`config.mk`:
```
export PLATFORM = sky130hd
export DESIGN_NAME = ats_seq
export DESIGN_NICKNAME = d
export VERILOG_FILES = /design/src/hw/ats_pkg.sv /design/src/hw/ats_tick_div.sv /design/src/hw/ats_seq.sv
export SDC_FILE = /design/constraint.sdc
export NUM_CORES = 1
export LEC_CHECK = 0
export BUFFER_PORTS_ARGS = -buffer_cell sky130_fd_sc_hd__buf_4
export CAP_MARGIN = 10
export CORE_MARGIN = 2
export CORE_UTILIZATION = 55
export CTS_BUF_LIST = sky130_fd_sc_hd__clkbuf_8
export DETAILED_ROUTE_END_ITERATION = 16
export GPL_TIMING_DRIVEN = 1
export PLACE_DENSITY = 0.78
export RECOVER_POWER = 25
export SLEW_MARGIN = 20
export SYNTH_ARGS = -nofsm -noshare
export SYNTH_HDL_FRONTEND = slang
export SYNTH_SLANG_ARGS = --single-unit
```
`constraint.sdc`:
```
create_clock -name sys_clk -period 15.7 [get_ports sys_clk]
set_input_delay 2.355 -clock sys_clk [delete_from_list [all_inputs] [get_ports sys_clk]]
set_output_delay 2.355 -clock sys_clk [all_outputs]
set_load 0.05 [all_outputs]
```
`src/hw/ats_pkg.sv`:
```
package ats_pkg;
    // ==========================================================
    // timing
    localparam int unsigned SYS_CLK_HZ = 250_000_000;
    localparam int unsigned BURST_CLK_HZ = 20_000_000;
    // rounded up: the burst clock never runs above its nominal rate
    localparam int unsigned BURST_DIV = (SYS_CLK_HZ + BURST_CLK_HZ - 1) / BURST_CLK_HZ;
    localparam logic [7:0] BURST_DIV_M1 = 8'(BURST_DIV - 1);
    localparam logic [7:0] CONV_CLKS = 8'h0d;
    localparam logic [7:0] LP_TRACK_CLKS = 8'h03;
    localparam int unsigned PWRUP_SHIFT = 3;
    // ==========================================================
    // widths and register map
    localparam int unsigned DATA_W = 10;
    localparam int unsigned ACC_W = 16;
    localparam logic [7:0] OFS_CTRL = 8'h00;
    localparam logic [7:0] OFS_CFG = 8'h04;
    localparam logic [7:0] OFS_WIN_GT = 8'h08;
    localparam logic [7:0] OFS_WIN_LT = 8'h0c;
    localparam logic [7:0] OFS_RESULT = 8'h10;
    localparam logic [7:0] OFS_STATUS = 8'h14;
    localparam int unsigned CTRL_EN = 7;
    localparam int unsigned CTRL_BURST = 6;
    localparam int unsigned CTRL_DONE = 5;
    localparam int unsigned CTRL_BUSY = 4;
    localparam int unsigned CTRL_WIN = 3;
    localparam int unsigned CTRL_LPT = 2;
    localparam int unsigned CTRL_SRC_LSB = 8;
    localparam int unsigned CFG_RPT_LSB = 0;
    localparam int unsigned CFG_DIV_LSB = 4;
    localparam int unsigned CFG_PWR_LSB = 12;
    localparam int unsigned CFG_TRK_LSB = 16;
    localparam int unsigned CFG_T2_8B = 20;
    localparam int unsigned CFG_T3_8B = 21;
    localparam logic [31:0] CFG_RST = 32'h0000_0000;
    localparam logic [2:0] RPT_MAX_CODE = 3'h5;
    localparam logic [1:0] RESP_OKAY = 2'h0;
    localparam logic [1:0] RESP_SLVERR = 2'h2;
    // ==========================================================
    // start sources and states
    localparam logic [2:0] SRC_SW = 3'h0;
    localparam logic [2:0] SRC_T0 = 3'h1;
    localparam logic [2:0] SRC_T2 = 3'h2;
    localparam logic [2:0] SRC_T3 = 3'h3;
    localparam logic [2:0] SRC_EXT = 3'h4;
    localparam logic [2:0] SRC_T1 = 3'h5;
    typedef enum logic [1:0] {
        ST_IDLE = 2'b00,
        ST_PWRUP = 2'b01,
        ST_TRACK = 2'b11,
        ST_CONV = 2'b10
    } ats_state_t;
    // ==========================================================
    // carriers
    typedef struct packed {
        logic t0;
        logic t1;
        logic t2_lo;
        logic t2_hi;
        logic t3_lo;
        logic t3_hi;
    } ats_tmr_ovf_t;
    typedef struct packed {
        logic power;
        logic track;
        logic convert;
        logic step;
    } ats_ana_t;
    typedef struct packed {
        logic awvalid;
        logic [7:0] awaddr;
        logic wvalid;
        logic [31:0] wdata;
        logic [3:0] wstrb;
        logic bready;
        logic arvalid;
        logic [7:0] araddr;
        logic rready;
    } ats_axil_req_t;
    typedef struct packed {
        logic awready;
        logic wready;
        logic bvalid;
        logic [1:0] bresp;
        logic arready;
        logic rvalid;
        logic [31:0] rdata;
        logic [1:0] rresp;
    } ats_axil_rsp_t;
endpackage

```
`src/hw/ats_tick_div.sv`:
```
`timescale 1ns/10ps
module ats_tick_div
    import ats_pkg::*;
(
    input wire logic sys_clk,
    input wire logic rst,
    input wire logic run,
    input wire logic [7:0] div_m1,
    output logic tick
);
    // ==========================================================
    // divider: one-cycle enable every div_m1+1 cycles while run
    logic [7:0] cnt_q;
    wire wrap = (cnt_q >= div_m1);

    always_ff @(posedge sys_clk or posedge rst) begin
        if (rst) begin
            cnt_q <= 8'h00;
            tick <= 1'b0;
        end else if (!run) begin
            cnt_q <= 8'h00;
            tick <= 1'b0;
        end else begin
            cnt_q <= wrap ? 8'h00 : cnt_q + 8'h01;
            tick <= wrap;
        end
    end
endmodule

```
`src/hw/ats_seq.sv`:
```
`timescale 1ns/10ps
// Functional notes
// - non-burst, low-power clear: track continuously except while converting
// - low-power select: three SAR clocks of tracking after each start
// - pin source in low-power mode: track while pin low, convert on rise
// - codes 000,001,010,011,101 select software write or timer overflows
// - standby or sleep shuts tracking and power off
// - burst: start wakes converter, series runs on ~20 MHz clock, then sleeps
// - repeat count 1,4,8,16,32,64 with results summed in accumulator
// - burst clock independent of the system clock rate
// - burst idle state: enable zero powers down, one stays enabled
// - powered-down start waits power-up time; enabled start tracks at once
// - burst: one start, repeat-count conversions; non-burst: one per start
// - done flag only after repeat-count conversions accumulated
// - window compare only after full repeat-count series
// - burst tracking set by power-up time and burst track time fields
// - low-power select adds three SAR clocks on top of burst settings
// - burst with pin source: one conversion per rising edge
// - busy reads one from start until idle; done flag sets as the series' last conversion ends
// - timer 2/3 source: low overflow in 8-bit mode, high in 16-bit
module ats_seq
    import ats_pkg::*;
(
    input wire logic sys_clk,
    input wire logic rst,
    input wire ats_axil_req_t axi_req,
    output ats_axil_rsp_t axi_rsp,
    input wire ats_tmr_ovf_t tmr_ovf,
    input wire logic ext_convert_start_pin,
    input wire logic standby_req,
    input wire logic [DATA_W-1:0] sar_data,
    output ats_ana_t ana,
    output logic conv_done_flag
);
    // ==========================================================
    // registers
    logic converter_enable_q, burst_enable_q, low_power_track_sel_q, win_flag_q;
    logic [2:0] start_source_sel_q;
    logic [31:0] cfg_q;
    logic [ACC_W-1:0] win_gt_q, win_lt_q, result_q, acc_q;
    logic [6:0] series_q;
    logic [7:0] cnt_q;
    ats_state_t state_q;
    logic ext_s1_q, ext_s2_q, ext_s3_q;
    logic aw_hold_q, w_hold_q;
    logic [7:0] awaddr_q;
    logic [31:0] wdata_q, wmask_q;

    // ==========================================================
    // pin synchroniser, s1 feeds s2 only
    always_ff @(posedge sys_clk or posedge rst) begin
        if (rst) begin
            ext_s1_q <= 1'b0;
            ext_s2_q <= 1'b0;
            ext_s3_q <= 1'b0;
        end else begin
            ext_s1_q <= ext_convert_start_pin;
            ext_s2_q <= ext_s1_q;
            ext_s3_q <= ext_s2_q;
        end
    end
    wire ext_rise = ext_s2_q & ~ext_s3_q;

    // ==========================================================
    // bus slave
    wire aw_take = axi_req.awvalid & axi_rsp.awready;
    wire w_take = axi_req.wvalid & axi_rsp.wready;
    wire wr_fire = aw_hold_q & w_hold_q & ~axi_rsp.bvalid;
    wire aw_hold_d = aw_take | (aw_hold_q & ~wr_fire);
    wire w_hold_d = w_take | (w_hold_q & ~wr_fire);
    wire bvalid_d = wr_fire | (axi_rsp.bvalid & ~axi_req.bready);
    wire ar_take = axi_req.arvalid & axi_rsp.arready;
    wire rvalid_d = ar_take | (axi_rsp.rvalid & ~axi_req.rready);
    wire [31:0] wstrb_mask = {{8{axi_req.wstrb[3]}}, {8{axi_req.wstrb[2]}},
                              {8{axi_req.wstrb[1]}}, {8{axi_req.wstrb[0]}}};
    wire wr_ctrl = wr_fire & (awaddr_q == OFS_CTRL);
    wire wr_cfg = wr_fire & (awaddr_q == OFS_CFG);
    wire wr_gt = wr_fire & (awaddr_q == OFS_WIN_GT);
    wire wr_lt = wr_fire & (awaddr_q == OFS_WIN_LT);
    wire wr_hit = wr_ctrl | wr_cfg | wr_gt | wr_lt;
    wire [31:0] wnew = wdata_q & wmask_q;
    wire [31:0] ctrl_rd;
    wire [31:0] status_rd = {21'h0, series_q, state_q, win_flag_q, ana.power};
    wire [7:0] ra = axi_req.araddr;
    wire rd_hit = (ra == OFS_CTRL) | (ra == OFS_CFG) | (ra == OFS_WIN_GT) |
                  (ra == OFS_WIN_LT) | (ra == OFS_RESULT) | (ra == OFS_STATUS);
    wire [31:0] rd_mux = (ra == OFS_CTRL) ? ctrl_rd :
                         (ra == OFS_CFG) ? cfg_q :
                         (ra == OFS_WIN_GT) ? {16'h0, win_gt_q} :
                         (ra == OFS_WIN_LT) ? {16'h0, win_lt_q} :
                         (ra == OFS_RESULT) ? {16'h0, result_q} :
                         (ra == OFS_STATUS) ? status_rd : 32'h0;

    always_ff @(posedge sys_clk or posedge rst) begin
        if (rst) begin
            aw_hold_q <= 1'b0;
            w_hold_q <= 1'b0;
            awaddr_q <= 8'h00;
            wdata_q <= 32'h0;
            wmask_q <= 32'h0;
            axi_rsp <= '0;
        end else begin
            aw_hold_q <= aw_hold_d;
            w_hold_q <= w_hold_d;
            if (aw_take) awaddr_q <= axi_req.awaddr;
            if (w_take) begin
                wdata_q <= axi_req.wdata;
                wmask_q <= wstrb_mask;
            end
            axi_rsp.awready <= ~aw_hold_d & ~bvalid_d;
            axi_rsp.wready <= ~w_hold_d & ~bvalid_d;
            axi_rsp.bvalid <= bvalid_d;
            if (wr_fire) axi_rsp.bresp <= wr_hit ? RESP_OKAY : RESP_SLVERR;
            axi_rsp.arready <= ~rvalid_d;
            axi_rsp.rvalid <= rvalid_d;
            if (ar_take) begin
                axi_rsp.rdata <= rd_mux;
                axi_rsp.rresp <= rd_hit ? RESP_OKAY : RESP_SLVERR;
            end
        end
    end

    // ==========================================================
    // start selection and configuration decode
    wire [4:0] sar_div = cfg_q[CFG_DIV_LSB +: 5];
    wire [3:0] pwrup_field = cfg_q[CFG_PWR_LSB +: 4];
    wire [3:0] trk_field = cfg_q[CFG_TRK_LSB +: 4];
    wire [2:0] rpt_code = cfg_q[CFG_RPT_LSB +: 3];
    wire [2:0] rpt_shift = (rpt_code == 3'h0 || rpt_code > RPT_MAX_CODE) ? 3'h0 :
                           rpt_code + 3'h1;
    wire [6:0] rpt_n = 7'h01 << rpt_shift;
    wire sw_start = wr_ctrl & wmask_q[CTRL_BUSY] & wdata_q[CTRL_BUSY];
    wire t2_ovf = cfg_q[CFG_T2_8B] ? tmr_ovf.t2_lo : tmr_ovf.t2_hi;
    wire t3_ovf = cfg_q[CFG_T3_8B] ? tmr_ovf.t3_lo : tmr_ovf.t3_hi;
    wire start_ev = (start_source_sel_q == SRC_SW) ? sw_start :
                    (start_source_sel_q == SRC_T0) ? tmr_ovf.t0 :
                    (start_source_sel_q == SRC_T2) ? t2_ovf :
                    (start_source_sel_q == SRC_T3) ? t3_ovf :
                    (start_source_sel_q == SRC_EXT) ? ext_rise :
                    (start_source_sel_q == SRC_T1) ? tmr_ovf.t1 : 1'b0;
    wire ext_src = (start_source_sel_q == SRC_EXT);
    wire ext_lp = ext_src & low_power_track_sel_q & ~burst_enable_q;
    wire accept = start_ev & (state_q == ST_IDLE) & ~standby_req &
                  (burst_enable_q | converter_enable_q);
    wire new_series = (series_q == 7'h00);
    wire [7:0] lp_add = low_power_track_sel_q ? LP_TRACK_CLKS : 8'h00;
    wire [7:0] trk_len = {4'h0, trk_field} + 8'h01 + lp_add;
    wire [7:0] pwr_len = ({4'h0, pwrup_field} << PWRUP_SHIFT) + 8'h01;
    wire busy = (state_q != ST_IDLE);

    // ==========================================================
    // conversion clock: burst uses its own fixed-rate tick
    wire [7:0] div_m1 = burst_enable_q ? BURST_DIV_M1 : {3'h0, sar_div};
    wire tick;
    ats_tick_div u_div (
        .sys_clk(sys_clk),
        .rst(rst),
        .run(busy),
        .div_m1(div_m1),
        .tick(tick)
    );

    // ==========================================================
    // sequencer
    wire step_end = tick & (cnt_q == 8'h01);
    wire conv_end = (state_q == ST_CONV) & step_end;
    wire [6:0] series_inc = series_q + 7'h01;
    wire series_end = conv_end & (series_inc >= rpt_n);
    wire [ACC_W-1:0] acc_sum = acc_q + {{(ACC_W-DATA_W){1'b0}}, sar_data};
    // pin-started bursts stop after each edge so the count spans edges
    wire burst_more = burst_enable_q & ~ext_src;
    wire done_set = series_end;
    wire win_hit = (acc_sum > win_gt_q) & (acc_sum < win_lt_q);

    always_ff @(posedge sys_clk or posedge rst) begin
        if (rst) begin
            state_q <= ST_IDLE;
            cnt_q <= 8'h00;
            series_q <= 7'h00;
            acc_q <= '0;
            result_q <= '0;
            win_flag_q <= 1'b0;
        end else if (standby_req) begin
            state_q <= ST_IDLE;
            series_q <= 7'h00;
        end else begin
            unique case (state_q)
                ST_IDLE: begin
                    if (accept) begin
                        if (new_series) acc_q <= '0;
                        if (burst_enable_q && !converter_enable_q) begin
                            state_q <= ST_PWRUP;
                            cnt_q <= pwr_len;
                        end else if (burst_enable_q ||
                                     (low_power_track_sel_q && !ext_lp)) begin
                            state_q <= ST_TRACK;
                            cnt_q <= burst_enable_q ? trk_len : LP_TRACK_CLKS;
                        end else begin
                            state_q <= ST_CONV;
                            cnt_q <= CONV_CLKS;
                        end
                    end
                end
                ST_PWRUP, ST_TRACK: begin
                    if (tick) cnt_q <= cnt_q - 8'h01;
                    if (step_end) begin
                        state_q <= (state_q == ST_PWRUP) ? ST_TRACK : ST_CONV;
                        cnt_q <= (state_q == ST_PWRUP) ? trk_len : CONV_CLKS;
                    end
                end
                ST_CONV: begin
                    if (tick) cnt_q <= cnt_q - 8'h01;
                    if (conv_end) begin
                        acc_q <= acc_sum;
                        series_q <= series_end ? 7'h00 : series_inc;
                        if (series_end) begin
                            result_q <= acc_sum;
                            win_flag_q <= win_hit;
                        end
                        if (burst_more && !series_end) begin
                            state_q <= ST_TRACK;
                            cnt_q <= trk_len;
                        end else begin
                            state_q <= ST_IDLE;
                        end
                    end
                end
            endcase
        end
    end

    // ==========================================================
    // control register; hardware set beats software clear
    assign ctrl_rd = {21'h0, start_source_sel_q, converter_enable_q, burst_enable_q,
                      conv_done_flag, busy, win_flag_q, low_power_track_sel_q, 2'h0};
    always_ff @(posedge sys_clk or posedge rst) begin
        if (rst) begin
            converter_enable_q <= 1'b0;
            burst_enable_q <= 1'b0;
            low_power_track_sel_q <= 1'b0;
            start_source_sel_q <= SRC_SW;
            conv_done_flag <= 1'b0;
            cfg_q <= CFG_RST;
            win_gt_q <= '0;
            win_lt_q <= '0;
        end else begin
            if (wr_ctrl) begin
                converter_enable_q <= (wnew[CTRL_EN]) | (converter_enable_q & ~wmask_q[CTRL_EN]);
                burst_enable_q <= wnew[CTRL_BURST] | (burst_enable_q & ~wmask_q[CTRL_BURST]);
                low_power_track_sel_q <= wnew[CTRL_LPT] |
                                         (low_power_track_sel_q & ~wmask_q[CTRL_LPT]);
                if (wmask_q[CTRL_SRC_LSB]) start_source_sel_q <= wnew[CTRL_SRC_LSB +: 3];
            end
            if (done_set) conv_done_flag <= 1'b1;
            else if (wr_ctrl && wmask_q[CTRL_DONE]) conv_done_flag <= wnew[CTRL_DONE];
            if (wr_cfg) cfg_q <= wnew | (cfg_q & ~wmask_q);
            if (wr_gt) win_gt_q <= wnew[ACC_W-1:0] | (win_gt_q & ~wmask_q[ACC_W-1:0]);
            if (wr_lt) win_lt_q <= wnew[ACC_W-1:0] | (win_lt_q & ~wmask_q[ACC_W-1:0]);
        end
    end

    // ==========================================================
    // analog controls
    wire idle_track = converter_enable_q & (low_power_track_sel_q ? (ext_lp & ~ext_s2_q) : 1'b1);
    wire track_d = ~standby_req & ((state_q == ST_TRACK) |
                   (~burst_enable_q & (state_q == ST_IDLE) & idle_track));
    wire power_d = ~standby_req & (converter_enable_q |
                   (burst_enable_q & busy));
    always_ff @(posedge sys_clk or posedge rst) begin
        if (rst) begin
            ana <= '0;
        end else begin
            ana.power <= power_d;
            ana.track <= track_d;
            ana.convert <= (state_q == ST_CONV) & ~standby_req;
            ana.step <= tick & (state_q == ST_CONV);
        end
    end

    // ==========================================================
    // checks
    chk_cont_track: assert property (@(posedge sys_clk) disable iff (rst)
        (!burst_enable_q && !low_power_track_sel_q && converter_enable_q && !standby_req &&
         state_q == ST_IDLE) |=> ana.track) else $error("idle tracking missing");
    chk_lp_track: assert property (@(posedge sys_clk) disable iff (rst)
        (state_q == ST_TRACK && !burst_enable_q) |-> low_power_track_sel_q)
        else $error("tracking state without low-power select");
    chk_standby_off: assert property (@(posedge sys_clk) disable iff (rst)
        standby_req |=> (!ana.track && !ana.power)) else $error("standby left converter on");
    chk_burst_pwrdn: assert property (@(posedge sys_clk) disable iff (rst)
        (burst_enable_q && !converter_enable_q && state_q == ST_IDLE) |=> !ana.power)
        else $error("burst idle not powered down");
    chk_pwrup_path: assert property (@(posedge sys_clk) disable iff (rst)
        (accept && burst_enable_q && !converter_enable_q) |=> state_q == ST_PWRUP)
        else $error("powered-down start skipped power-up");
    // software may set the flag by hand, so only hardware sets are checked
    chk_done_count: assert property (@(posedge sys_clk) disable iff (rst)
        ($rose(conv_done_flag) && !$past(wr_ctrl)) |->
        ($past(series_inc) >= $past(rpt_n) && $past(conv_end)))
        else $error("done flag before full series");
    chk_window_hold: assert property (@(posedge sys_clk) disable iff (rst)
        $changed(win_flag_q) |-> $past(series_end)) else $error("window updated mid-series");
    chk_ext_one_conv: assert property (@(posedge sys_clk) disable iff (rst)
        (conv_end && ext_src && !standby_req) |=> state_q == ST_IDLE)
        else $error("pin edge gave more than one conversion");
    chk_series_clear: assert property (@(posedge sys_clk) disable iff (rst)
        (accept && new_series) |=> acc_q == '0) else $error("accumulator not cleared");
endmodule

```
Word-level counts from Yosys, hierarchy flattened

Cells that the tools add are included.

Output and inout bits: 46
Bits in registers: 245
Input bits: 77
Word-level logic and storage cells: 235

Equal/unequal tests: 23
Shift-type cells: 1
Add/subtract/negate cells: 8
Muxes and demuxes: 52
Magnitude comparators: 5
Reductions and logical operators: 27
Bitwise operators: 83

Operator list:

| kind                                                            | number |
|---|---|
| 16-bit two-way mux                                              | 6 |
| 32-bit AND                                                      | 2 |
| 32-bit two-way mux                                              | 2 |
| 8-bit two-way mux                                               | 8 |
| 1-bit AND                                                       | 40 |
| 16-bit AND                                                      | 2 |
| 8-bit by 4-bit == test with 1-bit output, second input constant | 4 |
| 32-bit inverter                                                 | 1 |
| 16-bit bitwise OR                                               | 2 |
| 32-bit bitwise OR                                               | 1 |
| 16-bit case mux with 2 select lines                             | 1 |
| 7-bit two-way mux                                               | 4 |
| 8-bit case mux with 3 select lines                              | 1 |
| 2-bit two-way mux                                               | 9 |
| 6-bit two-way mux                                               | 3 |
| 1-bit bitwise OR                                                | 18 |
| 16-bit by 10-bit adder with 16-bit output                       | 1 |
| 8-bit by 3-bit == test with 1-bit output, second input constant | 2 |
| 8-bit by 5-bit == test with 1-bit output, second input constant | 2 |
| 16-bit greater-than comparator                                  | 1 |
| 8-bit zero test                                                 | 2 |
| 16-bit less-than comparator                                     | 1 |
| 1-bit inverter                                                  | 16 |
| 16-bit inverter                                                 | 1 |
| 36 further kinds                                                | 69 |

Logic depth before layout (Yosys ltp)

Word-level depth: 13
Gate-level depth with buffers: 14
Mapped depth without buffers: 14

Modules after synthesis

A second synthesis with hierarchy kept.

Cell total of the unflattened synthesis: 1149
Area total of the unflattened synthesis: 11797.6 µm²

By module, submodules not included:

| module       | area each (µm²) | cells each | seq. area each (µm²) | times used |
|---|---|---|---|---|
| ats_seq      | 11197.0         | 1089       | 5330.1               | 1 |
| ats_tick_div | 600.6           | 60         | 225.2                | 1 |

Worst setup path after synthesis

OpenSTA, ideal clock, no wires.

Path kind: in2reg
From: in sar_data[0]
To: reg win_flag_q
Required time: 15599 ps
Data arrival time: 5078 ps
Slack: 10522 ps
Stages: 14
Setup time: 101 ps
Cells stage by stage: ha_1 -> fa_1 -> a21oi_1 -> nand4b_1 -> a21boi_0 -> o311ai_1 -> xnor2_1 -> ha_1 -> nand4_1 -> nor3_1 -> o21ai_0 -> a21oi_1 -> a211oi_1 -> o32ai_1

Cells in the longest elaborated chain, start to end: 3
Elaborated cells on any way between the ends: 4
Those cells by class: add/sub: 1; order compare: 2; bitwise: 1

RTL lines:

| element                                                                       | RTL line       | text |
|---|---|---|
| start, declared                                                               | ats_seq.sv:31  | `input wire logic [DATA_W-1:0] sar_data,` |
| 16-bit by 10-bit adder with 16-bit output *                                   | ats_seq.sv:169 | `wire [ACC_W-1:0] acc_sum = acc_q + {{(ACC_W-DATA_W){1'b0}}, sar_data};` |
| net acc_sum[12]                                                               | ats_seq.sv:169 |  |
| 16-bit greater-than comparator or 16-bit less-than comparator (tied branches) | ats_seq.sv:173 | `wire win_hit = (acc_sum > win_gt_q) & (acc_sum < win_lt_q);` |
| 1-bit AND *                                                                   | ats_seq.sv:173 |  |
| end signal, assigned                                                          | ats_seq.sv:218 | `win_flag_q <= win_hit;` |
| end, declared                                                                 | ats_seq.sv:37  | `logic converter_enable_q, burst_enable_q, low_power_track_sel_q, win_flag_q;` |

The timed path passes the listed nets; every way through them passes the cells marked *.
A chain may end at the register's enable or synchronous reset.

Final worst setup path

Ends and elaborated chain as after synthesis.

==> flow_metrics.py <==
metrics = {
    "sta": {
        "fin_ws_ps": 10510,
        "setup_viol": 0,
        "fin_crit_sh_pct": 33.0,
        "rsz0062_at_grt": "false",
        "finalHoldViolations": 0,
        "fmax_ghz": 0.193,
        "relSlewSlack_pct": -120,
        "slew_violations": 75,
        "finalSetupTns_ps": 0,
        "tightest_slew_ps": 3280,
        "period_needed_ps": 5190,
        "skew_ps": 8.03,
    },
    "setup_path": {
        "worst_ep_arrival_time_ps": 5620,
        "cp-start-kind": "input port",
        "required_ps": 16140,
        "crit_fanout": 4,
        "worstSetupPathType": "input port to flop",
        "cp-end-kind": "flop",
    },
    "power_and_ir_drop": {
        "p_leak_nw": 6.39,
        "p_per_area_mw_per_mm2": 118,
        "p_total_mw": 1.60,
        "irDropWorstVdd_uv": 82.4,
    },
    "clocking": {
        "path_clk_slew_ps": 60,
        "h-tree-depth": 2,
        "cts.repair.resized": 0,
        "cts-hold-fix-buffers": 0,
        "clockBufferDepth": 3,
        "cts_setup_buffers": 0,
        "cts_root_buf": "clkbuf_8",
        "cts_buffers": 39,
        "clk-insertion-delay-late_ps": 540,
        "clock-sinks": 222,
        "cts_tree": "yes",
    },
    "route": {
        "drc": 0,
        "vias_per_cell": 5.93,
        "via_count": 9033,
        "wl_mm": 29.1,
        "final_antenna_net_count": 0,
        "wl_per_cell_um": 19.1,
        "detail_route.first_pass.iterations": 5,
        "first_iter_violations": 791,
    },
    "worst_hold_path": {
        "hold_path_class": "flop to flop",
    },
    "synth": {
        "synth_cell_type_count": 81,
        "yosysWarnings": 0,
        "netlist.area_leader.share_pct": 47.6,
        "avgSynthCellArea_um2": 10.7,
        "syn_inst": 1090,
        "synth_commonest_cells": "222 x dfrtp_1, 120 x mux2_2, 107 x nand2_1",
        "synth.area.top_cells": "dfrtp_1 48%, mux2_2 12%, ha_1 6.7%",
        "ys_seq_elements": 222,
        "synth_ff_type": "dfrtp_1",
        "synth_edf_count": 0,
        "yosysTopAreaCell": "dfrtp_1",
        "synth.most_common_cell": "dfrtp_1",
        "async_reset_ff_share_pct": 100,
        "syn-cell-area_mm2": 0.0117,
        "ys_seq_area_share_pct": 47.6,
    },
    "die": {
        "core_mm2": 0.0209,
        "initial_utilization_pct": 55.8,
        "die_height_um": 150,
        "num_rows": 53,
        "io_pins": 123,
        "die_x_um": 150,
        "die_area_mm2": 0.0224,
    },
    "layout": {
        "fill_cells": 1658,
        "antenna_cells": 0,
        "multi_input_area_mm2": 0.00571,
        "fin_cells": 1522,
        "syn2layout_area_growth_pct": 16.2,
        "drive_above_1_share_pct": 25.8,
        "fin_nets": 1362,
        "regArea_mm2": 0.00556,
    },
    "place": {
        "placedCellCount": 1455,
        "hpwl_mm": 21.2,
        "place_congestion": 0.884,
        "io_buffers": 120,
        "dp_slack_ps": 9980,
    },
    "global_route": {
        "grt_max_degree": 77,
        "antenna_found_initial": 0,
        "grt_pass1_wl_mm": 47.0,
        "grt_pass1_vias": 9009,
        "grt_remaining_overflow": 0,
        "track_usage_pct": 26.7,
    },
    "outcome": {
        "status": "complete, but fails checks",
        "violations": "max-capacitance violations, max-slew violations",
    },
    "flow_run": {
        "maxCapViolations": 1,
    },
}
stage by stage:
stage / hold WS [ps] / cell area, µm² / utilization (%)
finish: 348 / 13600 / 64.9
global route: 352 / 13600 / 64.9
CTS: 349 / 13600 / 64.9
detailed placement: 336 / 12800 / 61.3
global placement: 333 / 12800 / 61.3
floorplan: 331 / 11700 / -
cell families (layout without fill, tap and decap cells):
group                      after synthesis  count (layout)  synth area share (%)
DFF                                    222             222                  47.6
muxes                                  140             140                  13.3
and+or+nand+nor                        294             294                  12.7
other                                    1               4                0.0322
adders and majority gates               64              64                  7.00
AOI/OAI and AO/OA                      238             238                  13.6
xor gates and xnor gates                29              29                  2.18
buffers and inverters                  102             256                  3.54
cell usage in the layout, fill, tap and decap left out, types with 4 or more instances in the layout:
cell,netlist,layout
o21ai_0,69,69
o31ai_1,5,5
nand4_1,5,5
a21o_1,16,16
mux2i_1,20,20
a221oi_1,8,8
a31oi_1,7,7
a22o_1,15,15
nor4_1,7,7
nor2_1,65,65
o22ai_1,9,9
nor2b_1,7,7
nand2b_1,8,8
buf_4,2,121
mux2_2,120,120
nand2_1,107,106
a21oi_1,42,42
a22oi_1,10,10
o211ai_1,8,8
clkbuf_8,0,47
conb_1,1,4
inv_1,62,75
dfrtp_1,222,222
nor3_1,16,16
and3_1,10,10
ha_1,62,62
nor3b_1,7,7
xnor2_1,20,20
xor2_1,9,9
a211oi_1,8,8
nand3_1,25,25
o21a_1,6,6
layout make-up:
| type | count | share of cell area [%] |
|---|---|---|
| Multi-Input combinational cell | 769 | 42.2 |
| Clock buffer | 47 | 4.77 |
| Inverter | 62 | 1.73 |
| Clock inverter | 20 | 0.849 |
| Sequential cell | 222 | 41.0 |
| Timing Repair Buffer | 127 | 6.95 |
| Tap cell | 275 | 2.54 |
per-layer routing:
metal | wire [µm] | track usage (%) | up-vias
li1 | - | - | 4198
met1 | 12200 | 36.2 | 4446
met2 | 14200 | 43.7 | 318
met3 | 1830 | 4.45 | 71
met4 | 869 | 9.67 | 0
met5 | 0 | 0 | -
path summary, 6_finish.rpt:
kind | endpoint | slack [ps] | cells after the start | start
setup / recovery | win_flag_q | 10510 | 15 | sar_data[0]
hold / removal | ext_s2_q | 350 | 0 | ext_s1_q
setup reg to reg | win_flag_q | 12050 | 14 | acc_q[0]
hold reg to reg | ext_s2_q | 350 | 0 | ext_s1_q
max in group asynchronous | async pin | 10890 | 3 | rst
min in group asynchronous | axi_rsp[3] | 2770 | 2 | rst
critical path, stage by stage:
cell      delay, ps
buf_4           110
ha_1            230
fa_1            410
a21oi_1         190
nand4b_1        150
a21boi_0        190
o311ai_1        500
xnor2_1         210
ha_1            330
nand4_1         110
nor3_1          240
o21ai_0         120
a21oi_1         130
a211oi_1         80
o32ai_1         270
report_power, final:
| group | switching, mW | total (mW) | internal (mW) |
|---|---|---|---|
| clock | 0.236 | 0.524 | 0.288 |
| sequential | 0.0810 | 0.745 | 0.664 |
| combinational | 0.180 | 0.332 | 0.152 |
| total | 0.497 | 1.60 | 1.10 |
Power figures use the tool's default switching activity.
